==> src/cfl_pkg.sv <==
package cfl_pkg;
    // Bus geometry
    localparam int CFL_ADDR_W = 8;
    localparam int CFL_REG_W = 8;
    localparam int CFL_IDX_W = 6;

    // Register indices; byte address is four times the index
    localparam logic [5:0] CFL_IDX_MUX = 6'h03;
    localparam logic [5:0] CFL_IDX_CTRL = 6'h1D;
    localparam logic [5:0] CFL_IDX_STAT = 6'h1E;

    // analog_mux_reg fields
    localparam int CFL_MUX_HOLD = 7;
    localparam int CFL_MUX_DIVIDED_HOLD_SELECT = 6;
    localparam int CFL_MUX_INV = 5;
    localparam int CFL_MUX_VREF = 4;
    localparam int CFL_MUX_SEL_LSB = 0;
    localparam int CFL_MUX_SEL_W = 4;

    // analog_control fields
    localparam int CFL_CTRL_CHG = 7;
    localparam int CFL_CTRL_ATD2 = 6;
    localparam int CFL_CTRL_ATD1 = 5;
    localparam int CFL_CTRL_CAPTURE_FROM_COMPARATOR_ENABLE = 4;
    localparam int CFL_CTRL_CPIE = 3;
    localparam int CFL_CTRL_CP2EN = 2;
    localparam int CFL_CTRL_CP1EN = 1;
    localparam int CFL_CTRL_ISEN = 0;

    // analog_status fields; bits 7 and 6 are the flag clears on write
    localparam int CFL_STAT_COMPARATOR2_RISE_FLAG = 7;
    localparam int CFL_STAT_COMPARATOR1_RISE_FLAG = 6;
    localparam int CFL_STAT_VOFF = 3;
    localparam int CFL_STAT_COMPARATOR1_PIN_OUTPUT_ENABLE = 2;
    localparam int CFL_STAT_COMPARATOR2_LEVEL = 1;
    localparam int CFL_STAT_COMPARATOR1_LEVEL = 0;

    // Reset values
    localparam logic [7:0] CFL_MUX_RST = 8'h00;
    localparam logic [7:0] CFL_CTRL_RST = 8'h00;
    localparam logic [7:0] CFL_STAT_RST = 8'h00;

    // Comparator input source codes for the analog switch matrix
    localparam logic [2:0] CFL_SRC_PIN0 = 3'h0;
    localparam logic [2:0] CFL_SRC_PIN2 = 3'h2;
    localparam logic [2:0] CFL_SRC_PIN3 = 3'h3;
    localparam logic [2:0] CFL_SRC_CH_MUX = 3'h7;
endpackage : cfl_pkg

==> src/cfl_reg_if.sv <==
`timescale 1ns/1ns
interface cfl_reg_if;
    import cfl_pkg::*;
    logic wr;
    logic [CFL_IDX_W-1:0] idx;
    logic [CFL_REG_W-1:0] wdata;
    logic [CFL_REG_W-1:0] rdata;
    logic hit;
    modport bus (output wr, output idx, output wdata, input rdata, input hit);
    modport regs (input wr, input idx, input wdata, output rdata, output hit);
endinterface : cfl_reg_if

==> src/cfl_sync_edge.sv <==
`timescale 1ns/1ns
module cfl_sync_edge
(
    input wire logic clk,
    input wire logic srst,
    input wire logic raw,
    input wire logic invert,
    output logic level,
    output logic rise
);
    import cfl_pkg::*;

    logic s1;
    logic s2;
    logic s3;
    logic stable;
    logic prev;
    logic next_stable;
    logic next_prev;

    // Filtered level only moves once the second and third stages agree
    always_comb
    begin
        next_stable = stable;
        if (s2 == s3)
        begin
            next_stable = s3;
        end
        next_prev = level;
    end

    always_ff @(posedge clk)
    begin
        if (srst)
        begin
            s1 <= 1'b0;
            s2 <= 1'b0;
            s3 <= 1'b0;
            stable <= 1'b0;
            prev <= 1'b0;
        end
        else
        begin
            s1 <= raw;
            s2 <= s1;
            s3 <= s2;
            stable <= next_stable;
            prev <= next_prev;
        end
    end

    // Output sense follows the swap, so a change of invert can make an edge
    assign level = stable ^ invert;
    assign rise = level & ~prev;
endmodule : cfl_sync_edge

==> src/cfl_apb_slave.sv <==
`timescale 1ns/1ns
module cfl_apb_slave
(
    input wire logic clk,
    input wire logic srst,
    input wire logic psel,
    input wire logic penable,
    input wire logic pwrite,
    input wire logic [cfl_pkg::CFL_ADDR_W-1:0] paddr,
    input wire logic [31:0] pwdata,
    output logic pready,
    output logic pslverr,
    output logic [31:0] prdata,
    cfl_reg_if.bus rb
);
    import cfl_pkg::*;

    logic ok;
    logic [31:0] next_prdata;

    assign ok = rb.hit && (paddr[1:0] == 2'b00);
    assign rb.idx = paddr[CFL_ADDR_W-1:2];
    assign rb.wdata = pwdata[CFL_REG_W-1:0];
    assign rb.wr = psel & penable & pwrite & ok;
    assign pready = 1'b1;
    assign pslverr = psel & penable & ~ok;

    // Read data is captured in the setup cycle so it comes from a flop
    always_comb
    begin
        next_prdata = prdata;
        if (psel && !penable && !pwrite)
        begin
            next_prdata = ok ? {{(32-CFL_REG_W){1'b0}}, rb.rdata} : 32'h00000000;
        end
    end

    always_ff @(posedge clk)
    begin
        if (srst)
        begin
            prdata <= 32'h00000000;
        end
        else
        begin
            prdata <= next_prdata;
        end
    end
endmodule : cfl_apb_slave

==> src/cfl_comparator_flags.sv <==
`timescale 1ns/1ns
// Contract
// RL1: comparator 1 inputs fixed to pins two, three
// RL2: comparator1_level follows comparator 1 output
// RL3: comparator1_rise_flag sets on rising edge, sticky
// RL4: write one clears comparator1_rise_flag
// RL5: comparator1_rise_flag raises analog interrupt
// RL6: routing enable drives comparator 1 onto pin4
// RL7: routing works only with option_select
// RL8: pin4 is OR of data, timer, comparator
// RL9: software clears other pin4 sources for comparator
// RL10: comparator 2 positive fixed, negative selectable
// RL11: comparator2_level follows comparator 2 output
// RL12: comparator2_rise_flag sets on rising edge, sticky
// RL13: write one clears comparator2_rise_flag
// RL14: comparator2_rise_flag raises analog interrupt
// RL15: comparator 2 rise triggers timer capture
// RL16: divider connected only with divided_hold_select
// RL17: status bits readable in analog status register
// RL18: invert swaps inputs and output sense
// RL19: edges caused by invert still set flags
// RL20: comparator outputs synchronised before use
// RL21: interrupt needs enable and a set flag
module cfl_comparator_flags
(
    input wire logic clk,
    input wire logic srst,
    input wire logic psel,
    input wire logic penable,
    input wire logic pwrite,
    input wire logic [cfl_pkg::CFL_ADDR_W-1:0] paddr,
    input wire logic [31:0] pwdata,
    output logic pready,
    output logic pslverr,
    output logic [31:0] prdata,
    input wire logic comparator1_level_raw,
    input wire logic comparator2_level_raw,
    input wire logic option_select,
    input wire logic port_b_data4,
    input wire logic timer_compare_pin,
    output logic port_b_pin4,
    output logic analog_irq,
    output logic timer_capture_trigger,
    output logic [2:0] comparator1_level_pos_src,
    output logic [2:0] comparator1_level_neg_src,
    output logic [2:0] comparator2_level_pos_src,
    output logic [2:0] comparator2_level_neg_src,
    output logic [cfl_pkg::CFL_MUX_SEL_W-1:0] channel_select,
    output logic divider_connect,
    output logic hold_connect,
    output logic vref_connect,
    output logic [cfl_pkg::CFL_REG_W-1:0] analog_control_out
);
    import cfl_pkg::*;

    cfl_reg_if rb ();

    logic [CFL_REG_W-1:0] analog_mux_reg;
    logic [CFL_REG_W-1:0] analog_control_reg;
    logic comparator1_pin_output_enable;
    logic voltage_off;
    logic [1:0] rise_flag;
    logic [CFL_REG_W-1:0] next_mux;
    logic [CFL_REG_W-1:0] next_ctrl;
    logic next_comparator1_pin_output_enable;
    logic next_voff;
    logic [1:0] next_flag;
    logic [1:0] flag_clear;
    logic [1:0] level;
    logic [1:0] rise;
    logic [1:0] raw;
    logic comparator_invert;
    logic route_on;
    logic next_pin4;
    logic next_irq;
    logic next_capture;
    logic stat_wr;

    assign raw = {comparator2_level_raw, comparator1_level_raw};
    assign comparator_invert = analog_mux_reg[CFL_MUX_INV];

    cfl_apb_slave u_apb
    (
        .clk(clk),
        .srst(srst),
        .psel(psel),
        .penable(penable),
        .pwrite(pwrite),
        .paddr(paddr),
        .pwdata(pwdata),
        .pready(pready),
        .pslverr(pslverr),
        .prdata(prdata),
        .rb(rb.bus)
    );

    // One synchroniser and edge detector per comparator
    genvar gi;
    generate
        for (gi = 0; gi < 2; gi++)
        begin : g_cmp
            cfl_sync_edge u_sync // see RL20 see RL19
            (
                .clk(clk),
                .srst(srst),
                .raw(raw[gi]),
                .invert(comparator_invert),
                .level(level[gi]),
                .rise(rise[gi])
            );
        end
    endgenerate

    // Address decode and read mux
    always_comb
    begin
        rb.hit = 1'b1;
        rb.rdata = '0;
        if (rb.idx == CFL_IDX_MUX)
        begin
            rb.rdata = analog_mux_reg;
        end
        else if (rb.idx == CFL_IDX_CTRL)
        begin
            rb.rdata = analog_control_reg;
        end
        else if (rb.idx == CFL_IDX_STAT)
        begin
            rb.rdata[CFL_STAT_COMPARATOR2_RISE_FLAG] = rise_flag[1]; // see RL17
            rb.rdata[CFL_STAT_COMPARATOR1_RISE_FLAG] = rise_flag[0];
            rb.rdata[CFL_STAT_VOFF] = voltage_off;
            rb.rdata[CFL_STAT_COMPARATOR1_PIN_OUTPUT_ENABLE] = comparator1_pin_output_enable;
            rb.rdata[CFL_STAT_COMPARATOR2_LEVEL] = level[1]; // see RL11
            rb.rdata[CFL_STAT_COMPARATOR1_LEVEL] = level[0]; // see RL2
        end
        else
        begin
            rb.hit = 1'b0;
        end
    end

    assign stat_wr = rb.wr && (rb.idx == CFL_IDX_STAT);
    assign flag_clear[0] = stat_wr & rb.wdata[CFL_STAT_COMPARATOR1_RISE_FLAG];
    assign flag_clear[1] = stat_wr & rb.wdata[CFL_STAT_COMPARATOR2_RISE_FLAG];

    always_comb
    begin
        next_mux = analog_mux_reg;
        next_ctrl = analog_control_reg;
        next_comparator1_pin_output_enable = comparator1_pin_output_enable;
        next_voff = voltage_off;
        if (rb.wr && rb.idx == CFL_IDX_MUX)
        begin
            next_mux = rb.wdata;
        end
        if (rb.wr && rb.idx == CFL_IDX_CTRL)
        begin
            next_ctrl = rb.wdata;
        end
        if (stat_wr)
        begin
            next_comparator1_pin_output_enable = rb.wdata[CFL_STAT_COMPARATOR1_PIN_OUTPUT_ENABLE];
            next_voff = rb.wdata[CFL_STAT_VOFF];
        end
        // A new edge wins over a clear in the same cycle
        next_flag = rise | (rise_flag & ~flag_clear); // see RL3 see RL4 see RL12 see RL13
        next_irq = next_ctrl[CFL_CTRL_CPIE] & (|next_flag); // see RL5 see RL14 see RL21
        next_capture = rise[1] & analog_control_reg[CFL_CTRL_CAPTURE_FROM_COMPARATOR_ENABLE]; // see RL15
    end

    // Comparator 1 reaches the pin only if the mask option allows it
    assign route_on = comparator1_pin_output_enable & option_select; // see RL6 see RL7
    assign next_pin4 = port_b_data4 | timer_compare_pin | (route_on & level[0]); // see RL8 see RL9

    always_ff @(posedge clk)
    begin
        if (srst)
        begin
            analog_mux_reg <= CFL_MUX_RST;
            analog_control_reg <= CFL_CTRL_RST;
            comparator1_pin_output_enable <= CFL_STAT_RST[CFL_STAT_COMPARATOR1_PIN_OUTPUT_ENABLE];
            voltage_off <= CFL_STAT_RST[CFL_STAT_VOFF];
            rise_flag <= 2'b00;
            analog_irq <= 1'b0;
            timer_capture_trigger <= 1'b0;
            port_b_pin4 <= 1'b0;
        end
        else
        begin
            analog_mux_reg <= next_mux;
            analog_control_reg <= next_ctrl;
            comparator1_pin_output_enable <= next_comparator1_pin_output_enable;
            voltage_off <= next_voff;
            rise_flag <= next_flag;
            analog_irq <= next_irq;
            timer_capture_trigger <= next_capture;
            port_b_pin4 <= next_pin4;
        end
    end

    // Switch matrix: comparator 1 on fixed pins, comparator 2 pin0 against the channel mux, swapped together when inverted
    assign comparator1_level_pos_src = comparator_invert ? CFL_SRC_PIN3 : CFL_SRC_PIN2; // see RL1 see RL18
    assign comparator1_level_neg_src = comparator_invert ? CFL_SRC_PIN2 : CFL_SRC_PIN3; // see RL1 see RL18
    assign comparator2_level_pos_src = comparator_invert ? CFL_SRC_CH_MUX : CFL_SRC_PIN0; // see RL10 see RL18
    assign comparator2_level_neg_src = comparator_invert ? CFL_SRC_PIN0 : CFL_SRC_CH_MUX; // see RL10 see RL18
    assign channel_select = analog_mux_reg[CFL_MUX_SEL_LSB +: CFL_MUX_SEL_W];
    assign divider_connect = analog_mux_reg[CFL_MUX_DIVIDED_HOLD_SELECT]; // see RL16
    assign hold_connect = analog_mux_reg[CFL_MUX_HOLD];
    assign vref_connect = analog_mux_reg[CFL_MUX_VREF];
    assign analog_control_out = analog_control_reg;
endmodule : cfl_comparator_flags

==> config.mk <==
export PLATFORM = sky130hd
export DESIGN_NAME = cfl_comparator_flags
export DESIGN_NICKNAME = d
export VERILOG_FILES = /design/src/cfl_pkg.sv /design/src/cfl_reg_if.sv /design/src/cfl_sync_edge.sv /design/src/cfl_apb_slave.sv /design/src/cfl_comparator_flags.sv
export SDC_FILE = /design/constraint.sdc
export NUM_CORES = 1
export LEC_CHECK = 0
export ABC_CLOCK_PERIOD_IN_PS = 2100
export BUFFER_PORTS_ARGS = -buffer_cell sky130_fd_sc_hd__buf_4
export CAP_MARGIN = 20
export CORE_ASPECT_RATIO = 0.9
export CORE_MARGIN = 2
export CORE_UTILIZATION = 43
export DETAILED_ROUTE_END_ITERATION = 10
export PLACE_DENSITY = 0.8
export SLEW_MARGIN = 10
export SYNTH_ARGS = -nofsm -noshare
export SYNTH_HDL_FRONTEND = slang
export SYNTH_SLANG_ARGS = --single-unit
==> constraint.sdc <==
create_clock -name clk -period 2.1 [get_ports clk]
set_clock_uncertainty 0.05 [all_clocks]
set_input_delay 0.42 -clock clk [delete_from_list [all_inputs] [get_ports clk]]
set_output_delay 0.42 -clock clk [all_outputs]
set_load 0.02 [all_outputs]
==> results of run 1 <==
worst paths after layout:
kind                                            start                  to  slack, ns  depth (start not counted)
worst max register to register      analog_mux_reg[5]     u_apb.prdata[0]       0.48                          4
worst min register to register     g_cmp[1].u_sync.s1  g_cmp[1].u_sync.s2       0.38                          1
worst min-delay path            comparator1_level_raw  g_cmp[0].u_sync.s1       0.29                          2
worst max-delay path                         paddr[4]             pslverr       0.28                          5
per-stage QoR:
stage	util [%]	hold WS [ns]
after CTS	54.2	0.281
final	54.2	0.286
after floorplan	-	0.350
after detailed placement	51.4	0.377
after global routing	54.2	0.290
after global placement	51.4	0.366
cell families after synthesis:
group,after synthesis,share of synthesized area (%)
AND/OR/NAND/NOR,68,20.0
buffers and inverters,49,16.8
flip-flops,41,42.3
AO/OA/AOI/OAI,28,10.3
multiplexers,17,8.77
XOR/XNOR,3,1.36
other,2,0.387
routing by layer:
metal,vias up,routed length (um)
li1,740,-
met1,696,1670
met2,59,1810
met3,7,334
met4,0,75
met5,-,0
where the power goes:
group	internal [mW]	switching, mW	total, mW	leakage, nW
logic	0.0479	0.0922	0.140	0.767
clock network	0.386	0.271	0.657	0.0574
registers	0.783	0.00249	0.786	0.332
area by class of cell:
class	instances	area, um2	area share, %
multi-input cells	145	893	37.5
flip-flops and latches	41	821	34.4
inverters	4	15.0	0.630
clock buffers	6	82.6	3.46
repair buffers	61	458	19.2
clock inverters	2	37.5	1.57
well taps	62	77.6	3.25
layout by cell type, fill, tap and decap left out, types with 2 or more instances in the layout:
| cell | netlist | final |
|---|---|---|
| clkbuf_8 | 0 | 6 |
| a22oi_1 | 2 | 2 |
| nor2b_1 | 7 | 7 |
| and2_1 | 3 | 3 |
| o21ai_1 | 8 | 8 |
| conb_1 | 2 | 29 |
| nor3_1 | 3 | 3 |
| nand2_1 | 12 | 12 |
| and3_1 | 3 | 3 |
| inv_1 | 4 | 4 |
| xnor2_1 | 2 | 2 |
| nor2_1 | 27 | 27 |
| o21ai_0 | 3 | 3 |
| nor3b_1 | 2 | 2 |
| dfxtp_1 | 41 | 41 |
| buf_4 | 37 | 61 |
| a222oi_1 | 5 | 5 |
| a21oi_1 | 4 | 4 |
| mux2i_1 | 17 | 17 |
critical path: cells and delay by family:
kind	cells	cell delay (ns)
AND/OR/NAND/NOR	1	0.34
AO/OA/AOI/OAI	2	0.32
buffers and inverters	2	0.27
==> metrics.txt, run 1 <==
GRT Max-Usage Layer=met2; clk slew on worst S/H paths=0.07 ns; syn avg cell area=9.32 um2; Fmax achieved=0.548 GHz; number of max-cap violations=0; Finished Cell Area=0.00238 mm2; Fin. Hold Viols=0; Skew-Pair Late Insertion Delay=0.30 ns; Residual DRC=0; postcts setup bufs=0; placed cell count=313; vias in the first global route=1331; Starting Density=44.0%; gr usage total=16.3%; WL/cell=12.1 um; number of clock sinks=41; Die ar.=0.00506 mm2; pin count of the biggest net entering global routing=35; initial antenna violation count=0; pre-CTS WS=0.176 ns; Nets=308; synthesized cell area=0.00194 mm2; fill count=417; post-route clock period utilization=86.9%; Antenna diodes=0; crit path DAT=1.35 ns; worst-path fanout max=3; count of cell types in the netlist=39; GP Congestion=0.804; drt first pass iters=5; share of the synthesized area in the top cell type=42.3%; Post-Layout Cell Count=321; Post-DRT Antenna Nets=0; Post-CTS Resized=0; TritonCTS Buffers=5; worst hold path class=primary input to flip-flop; die width=74.8 um; Async SR Flop Fraction=0%; worst-margin pin slew=0.565 ns; clk buf depth=2; CTS tree=yes; met3 global-route usage=4.33%; core footprint=0.00440 mm2; crit-path cells=buf_4 > nor4b_4 > a22oi_2 > o211a_1 > buf_4; Overflow after GRT=0; final setup vio count=0; leakage=1.16 nW; PwrDens=664 mW/mm2; H-tree Lvls=2; I/O Buffers=60; Final min period=1.82 ns; dpl cell area=0.00226 mm2; count leader, synth=dfxtp_1; Synth Instances=208; Worst Setup Start Kind=primary input; total power=1.58 mW; sequential fraction of the synthesis area=42.3%; DP Wirelength=3.01 mm; IR drop worst, VDD=337 uV; DR vias/cell=4.68; cts hold-fix bufs=0; leading area contributor after synthesis=dfxtp_1; master of the slowest instance on the critical path=nor4b_4; die height=67.7 um; worst endpoint required time=1.63 ns; Crit Path Category=primary input to primary output; most frequent CP cell=buf_4; commonest cells in the netlist=dfxtp_1, buf_4, nor2_1; vias=1502; RSZ-0062 raised after global routing=false; area grow syn2layout=23.0%; Area contributors post-synth=dfxtp_1, buf_4, mux2i_1; crit end category=primary output; Final WS setup=0.276 ns; Post-synth EDFFs=0; detailed-route wire length=3.89 mm; layout cells sized above 1=29.7%; Slew Limit Fails=0; Main synth FF type=dfxtp_1; initial drt markers=76; first-pass GRT wire length=6.16 mm; root buf cell=clkbuf_8; status=finished, final reports clean; #FFs+latches synth=41; Rel. slew slack=62.4%; row cnt=23; max incr delay on CP=0.34 ns; met2 GRT Util=25.6%; sum of negative setup slack=0 ns; Ys Warns=0; # IOs=114; met1 usage=20.6%
Note: power is estimated with default switching activity, not from simulation.
==> run 2: changes to the inputs <==
ABC_CLOCK_PERIOD_IN_PS = 2000   (was 2100)
clock period = 2 ns   (was 2.1 ns; I/O delays follow)
==> run 2 against run 1 <==
Effect of this change:
- power down 1.6%
- final cell count up 1.2%
- first-iteration DRC count down 28%
- die area unchanged
- via count up 2.3%
- clock power down 11%
- design area up 0.47%
- non-clock buffer count up 4
- flip-flop and latch count unchanged
- critical path type unchanged
==> metrics.txt, run 2 (synthesis results as in run 1) <==
CTS tree=yes; initial antenna violation count=0; vias in the first global route=1456; Final min period=1.78 ns; layout cells sized above 1=30.8%; Worst R2R Path Depth=4; part of the power in combinational logic=9.6%; master of the slowest instance on the critical path=nor4b_4; Starting Density=44.0%; worst-margin pin slew=0.557 ns; number of max-cap violations=0; area grow syn2layout=23.5%; I/O Buffers=60; cts hold-fix bufs=0; crit path DAT=1.33 ns; H-tree Lvls=2; Fmax achieved=0.561 GHz; sw frac=23.9%; Antenna diodes=0; Reg2Reg Launch Point=analog_mux_reg[5]; Residual DRC=0; postcts setup bufs=0; Finished Cell Area=0.00240 mm2; fill count=423; status=finished, final reports clean; number of clock sinks=41; DP Wirelength=3.18 mm; die width=74.8 um; sum of negative setup slack=0 ns; Nets=312; Post-DRT Antenna Nets=0; root buf cell=clkbuf_8; Flop pwr share=53.0%; Clock power frac=37.4%; crit path from=paddr[4]; Slew Limit Fails=0; gr usage total=17.5%; Crit Path Category=primary input to primary output; Worst Setup Start Kind=primary input; worst-path fanout max=3; most frequent CP cell=buf_4; drt first pass iters=5; Reg2Reg Setup Slack=0.66 ns; dpl cell area=0.00229 mm2; worst endpoint required time=1.55 ns; Rel. slew slack=62.9%; TritonCTS Buffers=5; post-route clock period utilization=89.1%; IR drop worst, VDD=477 uV; Skew-Pair Late Insertion Delay=0.30 ns; WL/cell=12.6 um; leakage=1.17 nW; P_int=1.19 mW; Post-CTS Resized=0; clk slew on worst S/H paths=0.07 ns; Reg area=821 um2; most frequent cells in the layout=buf_4, dfxtp_1, conb_1; clk buf depth=2; max incr delay on CP=0.34 ns; GP Congestion=0.827; worst hold path class=primary input to flip-flop; first-pass GRT wire length=6.66 mm; Die ar.=0.00506 mm2; net switching power=0.373 mW; # IOs=114; Overflow after GRT=0; row cnt=23; Fin. Hold Viols=0; core footprint=0.00440 mm2; initial drt markers=55; pin count of the biggest net entering global routing=35; vias=1536; RSZ-0062 raised after global routing=false; crit-path cells=buf_4 > nor4b_4 > a22oi_2 > o211a_1 > buf_4; detailed-route wire length=4.09 mm; CP endpoint=pslverr; Multi-input gate area=893 um2; die height=67.7 um; DR vias/cell=4.73; Final Hold Slack=0.264 ns; commonest non-fill, non-tap cell in the layout=buf_4; reg-to-reg endpoint=u_apb.prdata[1]; crit end category=primary output; PwrDens=650 mW/mm2; final setup vio count=0
run 2: cell count changes in the layout (fill, tap and decap cells not counted):
cell,change
buf_4,+4
bufinv_16,-1
clkinvlp_4,-1
clkbuf_8,+1
clkinv_2,+1
run 2: worst min path at each step:
stage | start | end | slack (ns) | cells after the start
floorplan | g_cmp[1].u_sync.prev | timer_capture_trigger | 0.35 | 1
global placement | g_cmp[0].u_sync.s1 | g_cmp[0].u_sync.s2 | 0.37 | 1
detailed placement | g_cmp[1].u_sync.prev | timer_capture_trigger | 0.38 | 1
CTS | comparator1_level_raw | g_cmp[0].u_sync.s1 | 0.26 | 2
global route | comparator1_level_raw | g_cmp[0].u_sync.s1 | 0.27 | 2
finish | comparator1_level_raw | g_cmp[0].u_sync.s1 | 0.26 | 2
run 2: cell type report:
cell class / instances / share of cell area, %
clock buffer: 7 / 4.02
clock inverter: 1 / 0.209
inverter: 4 / 0.627
multi-input combinational: 145 / 37.3
sequential: 41 / 34.3
tap: 62 / 3.24
timing repair buffer: 65 / 20.4
run 2: metrics by stage:
stage	power, mW	utilization (%)	setup WS [ns]	std cells
after floorplan	0.978	-	0.355	235
after global placement	0.990	52.1	0.111	317
after CTS	1.57	54.4	0.208	325
final	1.56	54.4	0.217	325
after global routing	1.62	54.4	0.130	325
after detailed placement	0.993	52.1	0.0717	317
run 2: worst max-delay path, delay by kind of cell:
family | cells | cell delay [ns]
buffers and inverters | 2 | 0.27
AND/OR/NAND/NOR | 1 | 0.34
AO/OA/AOI/OAI | 2 | 0.32
run 2: power by group through the flow:
stage | Combinational (mW) | Sequential, mW | Clock [mW]
final | 0.150 | 0.825 | 0.583
after global routing | 0.166 | 0.826 | 0.634
after CTS | 0.149 | 0.825 | 0.597
after detailed placement | 0.149 | 0.844 | 0
after global placement | 0.146 | 0.844 | 0
after floorplan | 0.133 | 0.845 | 0
run 2: routing by layer:
layer	share of wire (%)	vias up	global-route usage [%]
met4	2.3	0	8.71
met1	42	710	21.7
met2	49	61	28.1
li1	-	754	-
met3	6.7	11	4.63
met5	0	-	0
